[config.mk]
export PLATFORM = sky130hd
export DESIGN_NAME = smi_intr
export DESIGN_NICKNAME = d
export VERILOG_FILES = /design/src/design/smi_intr.v /design/src/design/smi_msg_track.v
export VERILOG_INCLUDE_DIRS = /design/src /design/src/design
export SDC_FILE = /design/constraint.sdc
export NUM_CORES = 1
export LEC_CHECK = 0
export ABC_AREA = 1
export BUFFER_PORTS_ARGS = -buffer_cell sky130_fd_sc_hd__buf_2
export CAP_MARGIN = 20
export CORE_MARGIN = 2
export CORE_UTILIZATION = 35
export DETAILED_ROUTE_END_ITERATION = 8
export PLACE_DENSITY_LB_ADDON = 0.3
export SYNTH_ARGS = -nofsm -noshare
export SYNTH_HDL_FRONTEND = slang
export SYNTH_SLANG_ARGS = --single-unit
[constraint.sdc]
create_clock -name clk -period 6.3 [get_ports clk]
set_input_delay 0.945 -clock clk [delete_from_list [all_inputs] [get_ports clk]]
set_output_delay 0.945 -clock clk [all_outputs]
set_load 0.03 [all_outputs]
[src/design/smi_defs.vh]
// Constants of the sync message interrupt block: register indices,
// bit positions, reset values and the message width.
// Assumes a 32-bit AHB-Lite register bus with one aligned word per register.
`ifndef SMI_DEFS_VH
`define SMI_DEFS_VH

// ============================================================
// Register indices; the byte address is four times the index.
`define SMI_IDX_EVT_STAT    10'h070
`define SMI_IDX_EVT_EN      10'h071
`define SMI_IDX_UNS_STAT    10'h074
`define SMI_IDX_UNS_EN      10'h075
`define SMI_IDX_MATCH_ONE   10'h076
`define SMI_IDX_MATCH_TWO   10'h077
`define SMI_IDX_MATCH_THREE 10'h078
`define SMI_IDX_TX_REPEAT   10'h079
`define SMI_IDX_RX_MSG      10'h07a
`define SMI_ADDR_W          12

// ============================================================
// Bit positions inside the event and unstable status and enable registers.
`define SMI_BIT_MATCH_THREE 7
`define SMI_BIT_MATCH_TWO   6
`define SMI_BIT_FULL        3
`define SMI_BIT_EMPTY       2
`define SMI_BIT_MATCH_ONE   1
`define SMI_BIT_CHANGE      0
`define SMI_BIT_UNSTABLE    6

// ============================================================
// Reset values and widths.
`define SMI_RST_EVT_STAT    8'h00
`define SMI_RST_EVT_EN      8'h00
`define SMI_RST_UNS_STAT    8'h00
`define SMI_RST_UNS_EN      8'h00
`define SMI_RST_MATCH       6'h00
`define SMI_RST_TX_REPEAT   8'h01
`define SMI_MSG_W           6
`define SMI_CNT_W           8

`endif

[src/design/smi_intr.v]
// Sync message interrupt logic: event status and enable registers, the
// unstable-message registers, match and repeat settings, and an AHB-Lite slave.
// Assumes the message detector, filter and transmitter share clk and give
// one-cycle strobes; software is the only master on the register bus.
//
// Notes on behaviour
// - Change event set on filtered message change.
// - Enable register eight bits; bits 7,6 gate matches.
// - Enable bit 3 gates receive-register-full interrupt.
// - Enable bit 2 gates transmit-register-empty interrupt.
// - Enable bit 1 match one, bit 0 change.
// - Unstable bit 6 set on valid message change.
// - No unstable event before first valid message.
// - Unstable status clears on read; reset zero.
// - Unstable enable bit 6 gates unstable interrupt.
// - Match events need equality and filter validation.
// - Full event on any valid message, unfiltered.
// - Empty event after programmed transmit repetitions.
//
// The implementer's own choices: the register offsets and register access over AHB-Lite.
`timescale 1ns/1ns
`default_nettype none
`include "smi_defs.vh"

module smi_intr
#(
   parameter MSG_W = `SMI_MSG_W,
   parameter CNT_W = `SMI_CNT_W
)
(
   input  wire                     clk,
   input  wire                     resetn,
   // AHB-Lite slave.
   input  wire                     hsel,
   input  wire [`SMI_ADDR_W-1:0]   haddr,
   input  wire [1:0]               htrans,
   input  wire                     hwrite,
   input  wire [2:0]               hsize,
   input  wire [31:0]              hwdata,
   input  wire                     hready,
   output reg                      hreadyout_ff,
   output reg                      hresp_ff,
   output reg  [31:0]              hrdata_ff,
   // Message detector, filter and transmitter strobes.
   input  wire [MSG_W-1:0]         rx_msg,
   input  wire                     rx_msg_valid,
   input  wire                     rx_filter_ok,
   input  wire                     tx_msg_load,
   input  wire                     tx_msg_sent,
   // Interrupt request, level, active high.
   output reg                      irq_ff
);

   // ============================================================
   // Register selector codes.
   localparam SEL_NONE     = 4'd0;
   localparam SEL_EVT_STAT = 4'd1;
   localparam SEL_EVT_EN   = 4'd2;
   localparam SEL_UNS_STAT = 4'd3;
   localparam SEL_UNS_EN   = 4'd4;
   localparam SEL_MATCH1   = 4'd5;
   localparam SEL_MATCH2   = 4'd6;
   localparam SEL_MATCH3   = 4'd7;
   localparam SEL_TX_REP   = 4'd8;
   localparam SEL_RX_MSG   = 4'd9;

   localparam [7:0] UNS_MASK = 8'h01 << `SMI_BIT_UNSTABLE;

   // ============================================================
   // Address decode, shared by the read and write paths.
   function [3:0] reg_sel;
      input [`SMI_ADDR_W-1:0] addr;
      begin
         case (addr)
            {`SMI_IDX_EVT_STAT, 2'b00}:    reg_sel = SEL_EVT_STAT;
            {`SMI_IDX_EVT_EN, 2'b00}:      reg_sel = SEL_EVT_EN;
            {`SMI_IDX_UNS_STAT, 2'b00}:    reg_sel = SEL_UNS_STAT;
            {`SMI_IDX_UNS_EN, 2'b00}:      reg_sel = SEL_UNS_EN;
            {`SMI_IDX_MATCH_ONE, 2'b00}:   reg_sel = SEL_MATCH1;
            {`SMI_IDX_MATCH_TWO, 2'b00}:   reg_sel = SEL_MATCH2;
            {`SMI_IDX_MATCH_THREE, 2'b00}: reg_sel = SEL_MATCH3;
            {`SMI_IDX_TX_REPEAT, 2'b00}:   reg_sel = SEL_TX_REP;
            {`SMI_IDX_RX_MSG, 2'b00}:      reg_sel = SEL_RX_MSG;
            default:                       reg_sel = SEL_NONE;
         endcase
      end
   endfunction

   // ============================================================
   // Declarations.
   reg  [7:0]          evt_stat_ff;
   reg  [7:0]          evt_en_ff;
   reg  [7:0]          uns_stat_ff;
   reg  [7:0]          uns_en_ff;
   reg  [MSG_W-1:0]    match_one_ff;
   reg  [MSG_W-1:0]    match_two_ff;
   reg  [MSG_W-1:0]    match_three_ff;
   reg  [CNT_W-1:0]    tx_repeat_ff;
   reg  [CNT_W-1:0]    tx_cnt_ff;
   reg                 tx_empty_ff;
   reg                 wr_pend_ff;
   reg                 rd_pend_ff;
   reg  [3:0]          wr_sel_ff;
   reg  [3:0]          rd_sel_ff;

   reg  [7:0]          nxt_evt_stat;
   reg  [7:0]          nxt_uns_stat;
   reg  [7:0]          nxt_evt_en;
   reg  [7:0]          nxt_uns_en;
   reg  [7:0]          evt_set;
   reg  [7:0]          evt_clr;
   reg  [7:0]          uns_set;
   reg  [7:0]          uns_clr;
   reg  [31:0]         rd_word;

   wire                ev_change;
   wire [2:0]          ev_match;
   wire                ev_full;
   wire                ev_unstable;
   wire [MSG_W-1:0]    last_msg;
   wire                take;
   wire                wr_now;
   wire                rd_now;
   wire [CNT_W-1:0]    tx_goal;

   // ============================================================
   // Message tracking.
   smi_msg_track
   #(
      .MSG_W (MSG_W)
   )
   u_track
   (
      .clk          (clk),
      .resetn       (resetn),
      .rx_msg       (rx_msg),
      .rx_msg_valid (rx_msg_valid),
      .rx_filter_ok (rx_filter_ok),
      .match_msgs   ({match_three_ff, match_two_ff, match_one_ff}),
      .change_ff    (ev_change),
      .match_ff     (ev_match),
      .full_ff      (ev_full),
      .unstable_ff  (ev_unstable),
      .last_msg_ff  (last_msg)
   );

   // ============================================================
   // Transmit repetition counter.
   // A repeat count of zero is treated as one so the event cannot be lost.
   assign tx_goal = (tx_repeat_ff == {CNT_W{1'b0}}) ? {{(CNT_W-1){1'b0}}, 1'b1}
                                                    : tx_repeat_ff;

   always @(posedge clk or negedge resetn)
   begin
      if (!resetn)
      begin
         tx_cnt_ff   <= {CNT_W{1'b0}};
         tx_empty_ff <= 1'b0;
      end
      else
      begin
         tx_empty_ff <= 1'b0;
         if (tx_msg_load)
         begin
            tx_cnt_ff <= {CNT_W{1'b0}};
         end
         else if (tx_msg_sent)
         begin
            if (tx_cnt_ff + {{(CNT_W-1){1'b0}}, 1'b1} >= tx_goal)
            begin
               tx_cnt_ff   <= {CNT_W{1'b0}};
               tx_empty_ff <= 1'b1;
            end
            else
            begin
               tx_cnt_ff <= tx_cnt_ff + {{(CNT_W-1){1'b0}}, 1'b1};
            end
         end
      end
   end

   // ============================================================
   // Bus phases.
   // Reads take one wait state so that the read data and the clear on read
   // happen together, after any write that precedes them has landed.
   assign take   = hsel & htrans[1] & hready;
   assign wr_now = wr_pend_ff;
   assign rd_now = rd_pend_ff;

   always @(posedge clk or negedge resetn)
   begin
      if (!resetn)
      begin
         wr_pend_ff   <= 1'b0;
         rd_pend_ff   <= 1'b0;
         wr_sel_ff    <= SEL_NONE;
         rd_sel_ff    <= SEL_NONE;
         hreadyout_ff <= 1'b1;
         hresp_ff     <= 1'b0;
         hrdata_ff    <= 32'h0000_0000;
      end
      else
      begin
         hresp_ff   <= 1'b0;
         wr_pend_ff <= take & hwrite;
         rd_pend_ff <= take & !hwrite;
         if (take)
         begin
            wr_sel_ff <= reg_sel(haddr);
            rd_sel_ff <= reg_sel(haddr);
         end
         if (take & !hwrite)
         begin
            hreadyout_ff <= 1'b0;
         end
         else if (rd_now)
         begin
            hreadyout_ff <= 1'b1;
            hrdata_ff    <= rd_word;
         end
      end
   end

   // ============================================================
   // Read multiplexer; unmapped addresses read as zero.
   always @*
   begin
      rd_word = 32'h0000_0000;
      case (rd_sel_ff)
         SEL_EVT_STAT: rd_word[7:0]       = evt_stat_ff;
         SEL_EVT_EN:   rd_word[7:0]       = evt_en_ff;
         SEL_UNS_STAT: rd_word[7:0]       = uns_stat_ff;
         SEL_UNS_EN:   rd_word[7:0]       = uns_en_ff;
         SEL_MATCH1:   rd_word[MSG_W-1:0] = match_one_ff;
         SEL_MATCH2:   rd_word[MSG_W-1:0] = match_two_ff;
         SEL_MATCH3:   rd_word[MSG_W-1:0] = match_three_ff;
         SEL_TX_REP:   rd_word[CNT_W-1:0] = tx_repeat_ff;
         SEL_RX_MSG:   rd_word[MSG_W-1:0] = last_msg;
         default:      rd_word            = 32'h0000_0000;
      endcase
   end

   // ============================================================
   // Status and enable next values.
   // A new event in the same cycle as its clear survives the clear.
   always @*
   begin
      evt_set = 8'h00;
      evt_set[`SMI_BIT_MATCH_THREE] = ev_match[2];
      evt_set[`SMI_BIT_MATCH_TWO]   = ev_match[1];
      evt_set[`SMI_BIT_FULL]        = ev_full;
      evt_set[`SMI_BIT_EMPTY]       = tx_empty_ff;
      evt_set[`SMI_BIT_MATCH_ONE]   = ev_match[0];
      evt_set[`SMI_BIT_CHANGE]      = ev_change;
      uns_set = 8'h00;
      uns_set[`SMI_BIT_UNSTABLE]    = ev_unstable;

      evt_clr = 8'h00;
      uns_clr = 8'h00;
      if (rd_now && rd_sel_ff == SEL_EVT_STAT)
      begin
         evt_clr = 8'hff;
      end
      if (rd_now && rd_sel_ff == SEL_UNS_STAT)
      begin
         uns_clr = 8'hff;
      end
      if (wr_now && wr_sel_ff == SEL_EVT_STAT)
      begin
         evt_clr = evt_clr | hwdata[7:0];
      end
      if (wr_now && wr_sel_ff == SEL_UNS_STAT)
      begin
         uns_clr = uns_clr | hwdata[7:0];
      end

      nxt_evt_stat = (evt_stat_ff & ~evt_clr) | evt_set;
      nxt_uns_stat = ((uns_stat_ff & ~uns_clr) | uns_set) & UNS_MASK;

      nxt_evt_en = evt_en_ff;
      nxt_uns_en = uns_en_ff;
      if (wr_now && wr_sel_ff == SEL_EVT_EN)
      begin
         nxt_evt_en = hwdata[7:0];
      end
      if (wr_now && wr_sel_ff == SEL_UNS_EN)
      begin
         nxt_uns_en = hwdata[7:0] & UNS_MASK;
      end
   end

   // ============================================================
   // Register storage.
   always @(posedge clk or negedge resetn)
   begin
      if (!resetn)
      begin
         evt_stat_ff    <= `SMI_RST_EVT_STAT;
         evt_en_ff      <= `SMI_RST_EVT_EN;
         uns_stat_ff    <= `SMI_RST_UNS_STAT;
         uns_en_ff      <= `SMI_RST_UNS_EN;
         match_one_ff   <= `SMI_RST_MATCH;
         match_two_ff   <= `SMI_RST_MATCH;
         match_three_ff <= `SMI_RST_MATCH;
         tx_repeat_ff   <= `SMI_RST_TX_REPEAT;
      end
      else
      begin
         evt_stat_ff <= nxt_evt_stat;
         evt_en_ff   <= nxt_evt_en;
         uns_stat_ff <= nxt_uns_stat;
         uns_en_ff   <= nxt_uns_en;
         if (wr_now)
         begin
            case (wr_sel_ff)
               SEL_MATCH1: match_one_ff   <= hwdata[MSG_W-1:0];
               SEL_MATCH2: match_two_ff   <= hwdata[MSG_W-1:0];
               SEL_MATCH3: match_three_ff <= hwdata[MSG_W-1:0];
               SEL_TX_REP: tx_repeat_ff   <= hwdata[CNT_W-1:0];
               default:    tx_repeat_ff   <= tx_repeat_ff;
            endcase
         end
      end
   end

   // ============================================================
   // Interrupt request.
   // Built from the next values so the request follows the event by one
   // cycle and drops in the cycle after the clearing read.
   always @(posedge clk or negedge resetn)
   begin
      if (!resetn)
      begin
         irq_ff <= 1'b0;
      end
      else
      begin
         irq_ff <= (|(nxt_evt_stat & nxt_evt_en)) |
                   (|(nxt_uns_stat & nxt_uns_en));
      end
   end

endmodule // smi_intr

`default_nettype wire

[src/design/smi_msg_track.v]
// Tracks received sync messages and turns detector strobes into event pulses.
// Assumes the message detector and filter run on the same clock and give
// one-cycle strobes with the message held steady alongside them.
`timescale 1ns/1ns
`default_nettype none
`include "smi_defs.vh"

module smi_msg_track
#(
   parameter MSG_W = `SMI_MSG_W
)
(
   input  wire                 clk,
   input  wire                 resetn,
   input  wire [MSG_W-1:0]     rx_msg,
   input  wire                 rx_msg_valid,
   input  wire                 rx_filter_ok,
   input  wire [3*MSG_W-1:0]   match_msgs,
   output reg                  change_ff,
   output reg  [2:0]           match_ff,
   output reg                  full_ff,
   output reg                  unstable_ff,
   output reg  [MSG_W-1:0]     last_msg_ff
);

   reg              have_valid_ff;
   reg              have_filt_ff;
   reg [MSG_W-1:0]  filt_msg_ff;
   wire [2:0]       nxt_match;

   // ============================================================
   // Match comparators, one per programmed message.
   genvar gi;
   generate
      for (gi = 0; gi < 3; gi = gi + 1)
      begin : g_match
         assign nxt_match[gi] = rx_filter_ok &
                                (rx_msg == match_msgs[gi*MSG_W +: MSG_W]);
      end
   endgenerate

   // ============================================================
   // Event pulses and message history.
   always @(posedge clk or negedge resetn)
   begin
      if (!resetn)
      begin
         change_ff     <= 1'b0;
         match_ff      <= 3'b000;
         full_ff       <= 1'b0;
         unstable_ff   <= 1'b0;
         last_msg_ff   <= {MSG_W{1'b0}};
         have_valid_ff <= 1'b0;
         have_filt_ff  <= 1'b0;
         filt_msg_ff   <= {MSG_W{1'b0}};
      end
      else
      begin
         match_ff    <= nxt_match;
         full_ff     <= rx_msg_valid;
         // The first valid message only arms the check; it is not unstable.
         unstable_ff <= rx_msg_valid & have_valid_ff & (rx_msg != last_msg_ff);
         // A filtered message counts as a change when it differs from the
         // last filtered one, or when it is the first since reset.
         change_ff   <= rx_filter_ok & (!have_filt_ff | (rx_msg != filt_msg_ff));
         if (rx_msg_valid)
         begin
            last_msg_ff   <= rx_msg;
            have_valid_ff <= 1'b1;
         end
         if (rx_filter_ok)
         begin
            filt_msg_ff  <= rx_msg;
            have_filt_ff <= 1'b1;
         end
      end
   end

endmodule // smi_msg_track

`default_nettype wire

After elaboration in Yosys (flattened, before gate mapping) --
Index checks and enable logic that the tools add are counted.
Word-level totals: flip-flop bits (word level) 96, bits of input ports 64, logic and storage cells 108
Operators by class: add/sub/neg operators 1, $lt $le $gt $ge 1, equal/unequal tests 23, muxes and demuxes 18, bitwise gates (word level) 23, reduce and logical (&&, ||, !) cells 18
Operator list (count):
- 12-bit by 9-bit == test with 1-bit output (second input constant) | 9
- 8-bit 2-to-1 mux | 8
- 6-bit one-hot mux with 8 select lines | 1
- 4-bit one-hot mux with 9 select lines | 1
- 6-bit == test | 3
- 8-bit AND | 2
- 4-bit by 3-bit == test with 1-bit output (second input constant) | 4
- 8-bit OR | 2
- 8-bit OR reduction | 2
- 7-bit 2-to-1 mux | 2
- 7-bit OR | 2
- 6-bit inequality test | 2
- 1-bit AND | 10
- 2-bit one-hot mux with 5 select lines | 1
- 2-bit AND reduction | 5
- 8-bit by 1-bit adder with 8-bit output (second input constant) | 1
- 7-bit by 8-bit AND with 8-bit output | 1
- 4-bit by 2-bit == test with 1-bit output (second input constant) | 2
- 4-bit == test (second input constant) | 2
- 8-bit >= comparator | 1
- 8-bit zero test | 1
- 8-bit NOT | 1
- 7-bit AND | 1
- 7-bit NOT | 1
- 7 further kinds | 19

Longest topological paths before layout --
Gate-level depths: netlist of run 1.
depth in word-level cells 11, depth in mapped cells 12, mapped depth without buffers 12

Modules after synthesis --
From an unflattened synthesis of run 1, not the netlist that was laid out.
Unflattened totals: cells, all modules 650, area total of the unflattened synthesis 5007.3 µm²
By module, submodules not included:
- smi_intr | times used 1, cells each 482, area each 3861.2 µm², sequential area each 1729.2 µm²
- smi_msg_track | times used 1, cells each 168, area each 1146.1 µm², sequential area each 500.5 µm²

Worst setup path after synthesis of run 1 --
OpenSTA, ideal clock, no wires.
path kind register to register, start register tx_cnt_ff[0], end register tx_cnt_ff[0], library setup time 83 ps, arrival 2033 ps, data required time 6217 ps, path slack 4184 ps, cell stages (with the launch flop) 11, path buffers 0, period minus slack after synthesis 2116 ps, path through dfrtp_1 ha_1 nand3_1 nor3_1 xor2_1 ha_1 nand2_1 nor2_1 nor3_1 nand3_1 o21ai_0
On the way: word-level cells in the longest chain between the ends 5
Ends and longest elaborated chain:
- start: declaration | RTL line smi_intr.v:99 | reg [CNT_W-1:0] tx_cnt_ff;
- start signal: assignment | RTL line smi_intr.v:157 | tx_cnt_ff <= {CNT_W{1'b0}};
- start signal: assignment | RTL line smi_intr.v:165 | tx_cnt_ff <= {CNT_W{1'b0}};
- start signal: assignment | RTL line smi_intr.v:171 | tx_cnt_ff <= {CNT_W{1'b0}};
- 8-bit by 1-bit adder with 8-bit output (*) | RTL line smi_intr.v:169, smi_intr.v:176
- 8-bit >= comparator | RTL line smi_intr.v:169 | if (tx_cnt_ff + {{(CNT_W-1){1'b0}}, 1'b1} >= tx_goal)
- 8-bit 2-to-1 mux (*) | RTL line smi_intr.v:169
- 8-bit 2-to-1 mux (*) | RTL line smi_intr.v:167 | else if (tx_msg_sent)
- 8-bit 2-to-1 mux (*) | RTL line smi_intr.v:163 | if (tx_msg_load)
Mark *: on every way between the ends. The rest lies on a longest branch, timed or not. The select of a mux whose other input is x is not followed. A chain may end at the register's enable or synchronous reset.

Worst setup path after layout of run 1 --
start register tx_cnt_ff[0], end register tx_cnt_ff[1]
The elaborated chain is that of the path after synthesis.

==> impl_metrics.env, run 1 <==
export IMPL_post_route_cells_drive_above_1_share_pct=12.1
export IMPL_tightest_slew_ns=0.893
export IMPL_synth_cell_type_count=32
export IMPL_fp_dieH_um=121
export IMPL_hp_class="reg2reg"
export IMPL_path_max_fanout=5
export IMPL_grt_usage_pct=17.6
export IMPL_fmax_mhz=408
export IMPL_synth_top_area_share_pct=45.3
export IMPL_slew_viol_final=0
export IMPL_overflow=0
export IMPL_required_ns=6.56
export IMPL_yosys_warnings=0
export IMPL_first_pass_iters=5
export IMPL_fin_area_um2=5440
export IMPL_viasPerCell=4.85
export IMPL_min_from="u_track.have_filt_ff"
export IMPL_cts_clk_slew_worst_paths_ns=0.06
export IMPL_grt_pass1_wl_um=20000
export IMPL_setup_violations=0
export IMPL_status="finished clean"
export IMPL_place_hpwl_um=9040
export IMPL_synth_most_common_cell="nand2_1"
export IMPL_crit_buf_inv=0
export IMPL_path_cells="ha_1 > nand3_1 > nor3_1 > xor2_1 > ha_1 > nand2_1 > nor2_1 > nor3_1 > nand3_1 > o21ai_0"
export IMPL_cts_sinks=89
export IMPL_p_leak_uw=0.00294
export IMPL_postCtsSetupRepairBufs=0
export IMPL_num_rows=42
export IMPL_postPlaceCellArea_um2=5100
export IMPL_avgSynthCellArea_um2=7.70
export IMPL_crit_family="simple AND/OR/NAND/NOR gates"
export IMPL_grt_max_degree=71
export IMPL_ys_async_sr_fraction_pct=100
export IMPL_coreArea_um2=13300
export IMPL_antenna_found_initial=0
export IMPL_finalNetCount=739
export IMPL_tritoncts="done"
export IMPL_chipWidth_um=121
export IMPL_crit_type="reg2reg"
export IMPL_wl_per_cell_um=14.5
export IMPL_io_pins=99
export IMPL_cp_start_kind="flip-flop"
export IMPL_stdcell_count=847
export IMPL_yosys_register_bits=89
export IMPL_clock_skew_ns=0.00736
export IMPL_numCtsBuffers=9
export IMPL_r2r_start="tx_cnt_ff[0]"
export IMPL_synth_ff_type="dfrtp_1"
export IMPL_grt_pass1_vias=4038
export IMPL_power_uw=1440
export IMPL_cap_violations=0
export IMPL_cp_slowest_cell="dfrtp_1"
export IMPL_drc=0
export IMPL_die_area_um2=14700
export IMPL_htree_num_levels=3
export IMPL_portBuffers=45
export IMPL_initial_utilization_pct=36.0
export IMPL_mappedNetlistArea_um2=4800
export IMPL_yosysSeqAreaShare_pct=46.4
export IMPL_whs_ns=0.462
export IMPL_num_vias=4110
export IMPL_yosysTopAreaCell="dfrtp_1"
export IMPL_power_density_nw_per_um2=265
export IMPL_cts_resized=0
export IMPL_drt_iter0_markers=300
export IMPL_area_growth_pct=13.2
export IMPL_fin_crit_ns=2.45
export IMPL_irDropWorstVdd_uv=123
export IMPL_setup_worst_path_start="tx_cnt_ff[0]"
export IMPL_cts_hold_buf=0
export IMPL_synthTopCellsByArea="dfrtp_1 (45%), nand2_1 (15%), inv_1 (5.6%), o21ai_0 (5.6%), buf_4 (4.1%)"
export IMPL_ant_nets=0
export IMPL_worstPathArrival_ns=2.71
export IMPL_netlist_instances=624
export IMPL_clock_latency_ns=0.34
export IMPL_dp_cells=831
export IMPL_fill_cells=1342
export IMPL_post_route_period_util_pct=38.9
export IMPL_rsz0062_at_grt="no"
export IMPL_ctsRootBufferMaster="clkbuf_16"
export IMPL_endpoint_kind="flip-flop"
export IMPL_synth_edf_count=0
export IMPL_crit_path_max_incr_delay_ns=0.40
export IMPL_diodes=0
export IMPL_hold_viol=0
export IMPL_cts_path_max_buffers=2
export IMPL_synth_common_cells="nand2_1 (187), dfrtp_1 (87), inv_1 (72)"
export IMPL_finalSetupTns_ns=0
export IMPL_finalWirelength_um=12300
export IMPL_slew_headroom_pct=40.4
export IMPL_globalplace_congestion=0.908
[through the flow]
stage          utilization (%)  worst slack [ns]
6_report                  40.7              3.85
5_1_grt                   40.7              3.56
4_1_cts                   40.7              3.85
3_5_place_dp              38.2              3.70
3_3_place_gp              38.2              3.74
2_1_floorplan                -              4.18
[report_power, final]
group,internal [uW],switching (uW)
sequential,615,27.9
combinational,57.1,137
clock,380,222
[path summary, 6_finish.rpt]
path,endpoint,slack [ns],cells after the start
worst min-delay path,u_track.have_filt_ff,0.46,2
max in group asynchronous,hrdata_ff[1],4.64,2
worst max-delay path,tx_cnt_ff[1],3.85,10
worst max register to register,tx_cnt_ff[1],3.85,10
min in group asynchronous,tx_cnt_ff[2],0.48,1
worst min register to register,u_track.have_filt_ff,0.46,2
[cell families after synthesis]
| group | Yosys count | share of synthesized area (%) |
|---|---|---|
| other cells | 1 | 0.0781 |
| buf+inv | 118 | 11.4 |
| simple gates | 290 | 25.5 |
| fa+ha+maj | 9 | 2.34 |
| xor+xnor | 14 | 2.55 |
| flops | 89 | 46.4 |
| compound gates | 103 | 11.7 |
[layout make-up]
cell class | instances | area, um^2 | area share (%)
clock buffer | 12 | 267 | 4.90
multi-input combinational | 441 | 2120 | 38.9
clock inverter | 4 | 73.8 | 1.36
timing repair buffer | 46 | 235 | 4.32
tap | 176 | 220 | 4.05
sequential | 89 | 2230 | 41.0
inverter | 79 | 297 | 5.45
[sequential cells by signal, summed over array words and instances (netlist names), 6 cells and up]
name	flops
u_track.filt_msg_ff	6
evt_stat_ff	8
evt_en_ff	8
match_one_ff	6
match_two_ff	6
u_track.last_msg_ff	6
tx_repeat_ff	8
hrdata_ff	8
tx_cnt_ff	8
match_three_ff	6
[metal layers]
layer  vias up  routed length [um]  global-route usage [%]
met5         -                   0                       0
met4         0                 254                    6.39
met3        18                 583                    3.34
met2       125                5740                    28.9
met1      1924                5680                    23.3
li1       2043                   -                       -
[worst reg2reg max path, cell delays in order (launching register included)]
cell	delay (ns)
dfrtp_1	0.40
ha_1	0.20
nand3_1	0.12
nor3_1	0.19
xor2_1	0.21
ha_1	0.26
nand2_1	0.08
nor2_1	0.05
nor3_1	0.39
nand3_1	0.26
o21ai_0	0.21
[placed cells by master (no fill, tap or decap), types with 8 or more instances in the layout]
cell | synthesis | routed
o22ai_1 | 15 | 15
xnor2_1 | 8 | 8
nor2_1 | 35 | 35
o21ai_1 | 12 | 12
dfrtp_1 | 87 | 87
clkbuf_16 | 0 | 9
inv_1 | 72 | 72
nand4_1 | 13 | 13
a21oi_1 | 12 | 12
nor3_1 | 8 | 8
nand2_1 | 187 | 187
conb_1 | 1 | 25
buf_2 | 5 | 44
ha_1 | 9 | 9
nand3_1 | 33 | 33
o21ai_0 | 54 | 54
No activity file was read; power rests on OpenSTA's default activity.
==> run 2: changes to the inputs <==
Clock period 6.3 ns to 2.45 ns, I/O delays scaled along.
==> impl_metrics.env, run 2 (same netlist as run 1, synthesis figures left out) <==
export IMPL_failed_checks="negative hold slack"
export IMPL_status="finished, violations left"
export IMPL_path_cells="ha_1 > nand3_1 > nor3_1 > xor2_1 > ha_1 > nand2_1 > nor2_1 > nor3_2 > nand3_1 > o21ai_0"
export IMPL_crit_cells=10
export IMPL_path_max_fanout=5
export IMPL_endpoint="tx_cnt_ff[3]"
export IMPL_clock_skew_ns=0.00792
export IMPL_area_sequential_um2=2230
export IMPL_rr_endpoint="tx_cnt_ff[3]"
export IMPL_hp_class="in2async"
export IMPL_fp_dieH_um=121
export IMPL_numCtsBuffers=9
export IMPL_drc=0
export IMPL_first_pass_iters=5
export IMPL_ant_nets=0
export IMPL_post_route_cells_drive_above_1_share_pct=12.6
export IMPL_die_area_um2=14700
export IMPL_portBuffers=45
export IMPL_slew_viol_final=0
export IMPL_place_ws_ns=0.204
export IMPL_crit_family="simple AND/OR/NAND/NOR gates"
export IMPL_fin_crit_ns=2.18
export IMPL_hold_viol=3
export IMPL_clock_latency_ns=0.35
export IMPL_diodes=0
export IMPL_ctsRootBufferMaster="clkbuf_16"
export IMPL_finalWirelength_um=12400
export IMPL_grt_max_degree=53
export IMPL_tightest_slew_ns=0.559
export IMPL_drt_iter0_markers=291
export IMPL_rsz0062_at_grt="no"
export IMPL_chipWidth_um=121
export IMPL_place_hpwl_um=9170
export IMPL_num_rows=42
export IMPL_fin_ws_ns=0.266
export IMPL_setup_violations=0
export IMPL_worstPathArrival_ns=2.44
export IMPL_num_vias=4160
export IMPL_antenna_found_initial=0
export IMPL_htree_num_levels=3
export IMPL_grt_pass1_wl_um=20300
export IMPL_multi_input_area_um2=2120
export IMPL_final_common_cell="nand2_1"
export IMPL_p_leak_uw=0.00295
export IMPL_crit_buf_inv=0
export IMPL_required_ns=2.71
export IMPL_wl_met1_um=5740
export IMPL_coreArea_um2=13300
export IMPL_viasPerCell=4.88
export IMPL_area_growth_pct=13.5
export IMPL_r2r_slack_ns=0.27
export IMPL_finalNetCount=744
export IMPL_cts_sinks=89
export IMPL_whs_ns=-0.00297
export IMPL_cp_start_kind="flip-flop"
export IMPL_globalplace_congestion=0.918
export IMPL_overflow=0
export IMPL_setup_worst_path_start="tx_cnt_ff[0]"
export IMPL_crit_path_max_incr_delay_ns=0.41
export IMPL_io_pins=99
export IMPL_wl_per_cell_um=14.6
export IMPL_cp_slowest_cell="dfrtp_1"
export IMPL_fmax_mhz=458
export IMPL_slew_headroom_pct=62.6
export IMPL_finalSetupTns_ns=0
export IMPL_grt_pass1_vias=4091
export IMPL_final_cell_mix="nand2_1 (187), dfrtp_1 (87), inv_1 (72)"
export IMPL_postCtsSetupRepairBufs=0
export IMPL_r2r_worst_path_cells=10
export IMPL_grt_usage_pct=17.8
export IMPL_wl_met3_um=653
export IMPL_fill_cells=1370
export IMPL_irDropWorstVdd_uv=406
export IMPL_power_density_nw_per_um2=653
export IMPL_cts_path_max_buffers=2
export IMPL_initial_utilization_pct=36.0
export IMPL_endpoint_kind="flip-flop"
export IMPL_cts_clk_slew_worst_paths_ns=0.06
export IMPL_post_route_period_util_pct=89.2
export IMPL_crit_type="reg2reg"
export IMPL_cap_violations=0
export IMPL_top_layer_used="met4"
export IMPL_r2r_start="tx_cnt_ff[0]"
export IMPL_tritoncts="done"
export IMPL_dr_wl_met2_um=5750
==> run 2: layer usage <==
metal | vias to the layer above | global-route usage (%)
met4 | 0 | 7.83
met3 | 19 | 2.63
met5 | - | 0
li1 | 2055 | -
met2 | 141 | 28.6
met1 | 1945 | 23.9
==> run 2: worst min-delay path by stage <==
| stage | endpoint | from | slack (ns) |
|---|---|---|---|
| CTS | tx_repeat_ff[1] | resetn | 0.02 |
| finish | rd_sel_ff[1] | resetn | -0.003 |
| floorplan | evt_en_ff[0] | resetn | 0.07 |
| detailed placement | rd_now | resetn | 0.38 |
| global route | rd_sel_ff[3] | resetn | 0.04 |
| global placement | rd_now | resetn | 0.37 |
==> run 2: area by class of cell <==
cell class / count / share of cell area, %
Clock inverter: 4 / 0.964
Sequential cell: 89 / 40.9
Tap cell: 176 / 4.04
Clock buffer: 12 / 4.52
Multi-Input combinational cell: 441 / 38.9
Inverter: 79 / 5.44
Timing Repair Buffer: 51 / 5.23
==> run 2: repair_timing <==
action | in CTS | in global routing
hold buffers | 0 | 0
endpoints found under the setup margin | 0 | 5
resized for setup | 0 | 1
==> run 2: power by group <==
| part | internal (uW) | total (uW) | leakage (uW) | switching [uW] |
|---|---|---|---|---|
| Sequential | 1580 | 1650 | 0.000982 | 71.1 |
| Combinational | 150 | 504 | 0.00182 | 353 |
| Clock | 821 | 1410 | 0.000147 | 585 |
| Total | 2550 | 3560 | 0.00295 | 1010 |
==> run 2: stage by stage <==
step | power (uW) | util, % | std cells | area, um^2 | hold WS, ns
after global routing | 3730 | 40.9 | 852 | 5450 | 0.0371
after CTS | 3590 | 40.8 | 852 | 5450 | 0.0153
after global placement | 2170 | 38.6 | 836 | 5150 | 0.370
final | 3560 | 40.9 | 852 | 5450 | -0.00297
after detailed placement | 2190 | 38.6 | 836 | 5150 | 0.379
after floorplan | 2030 | - | 648 | 4890 | 0.0719
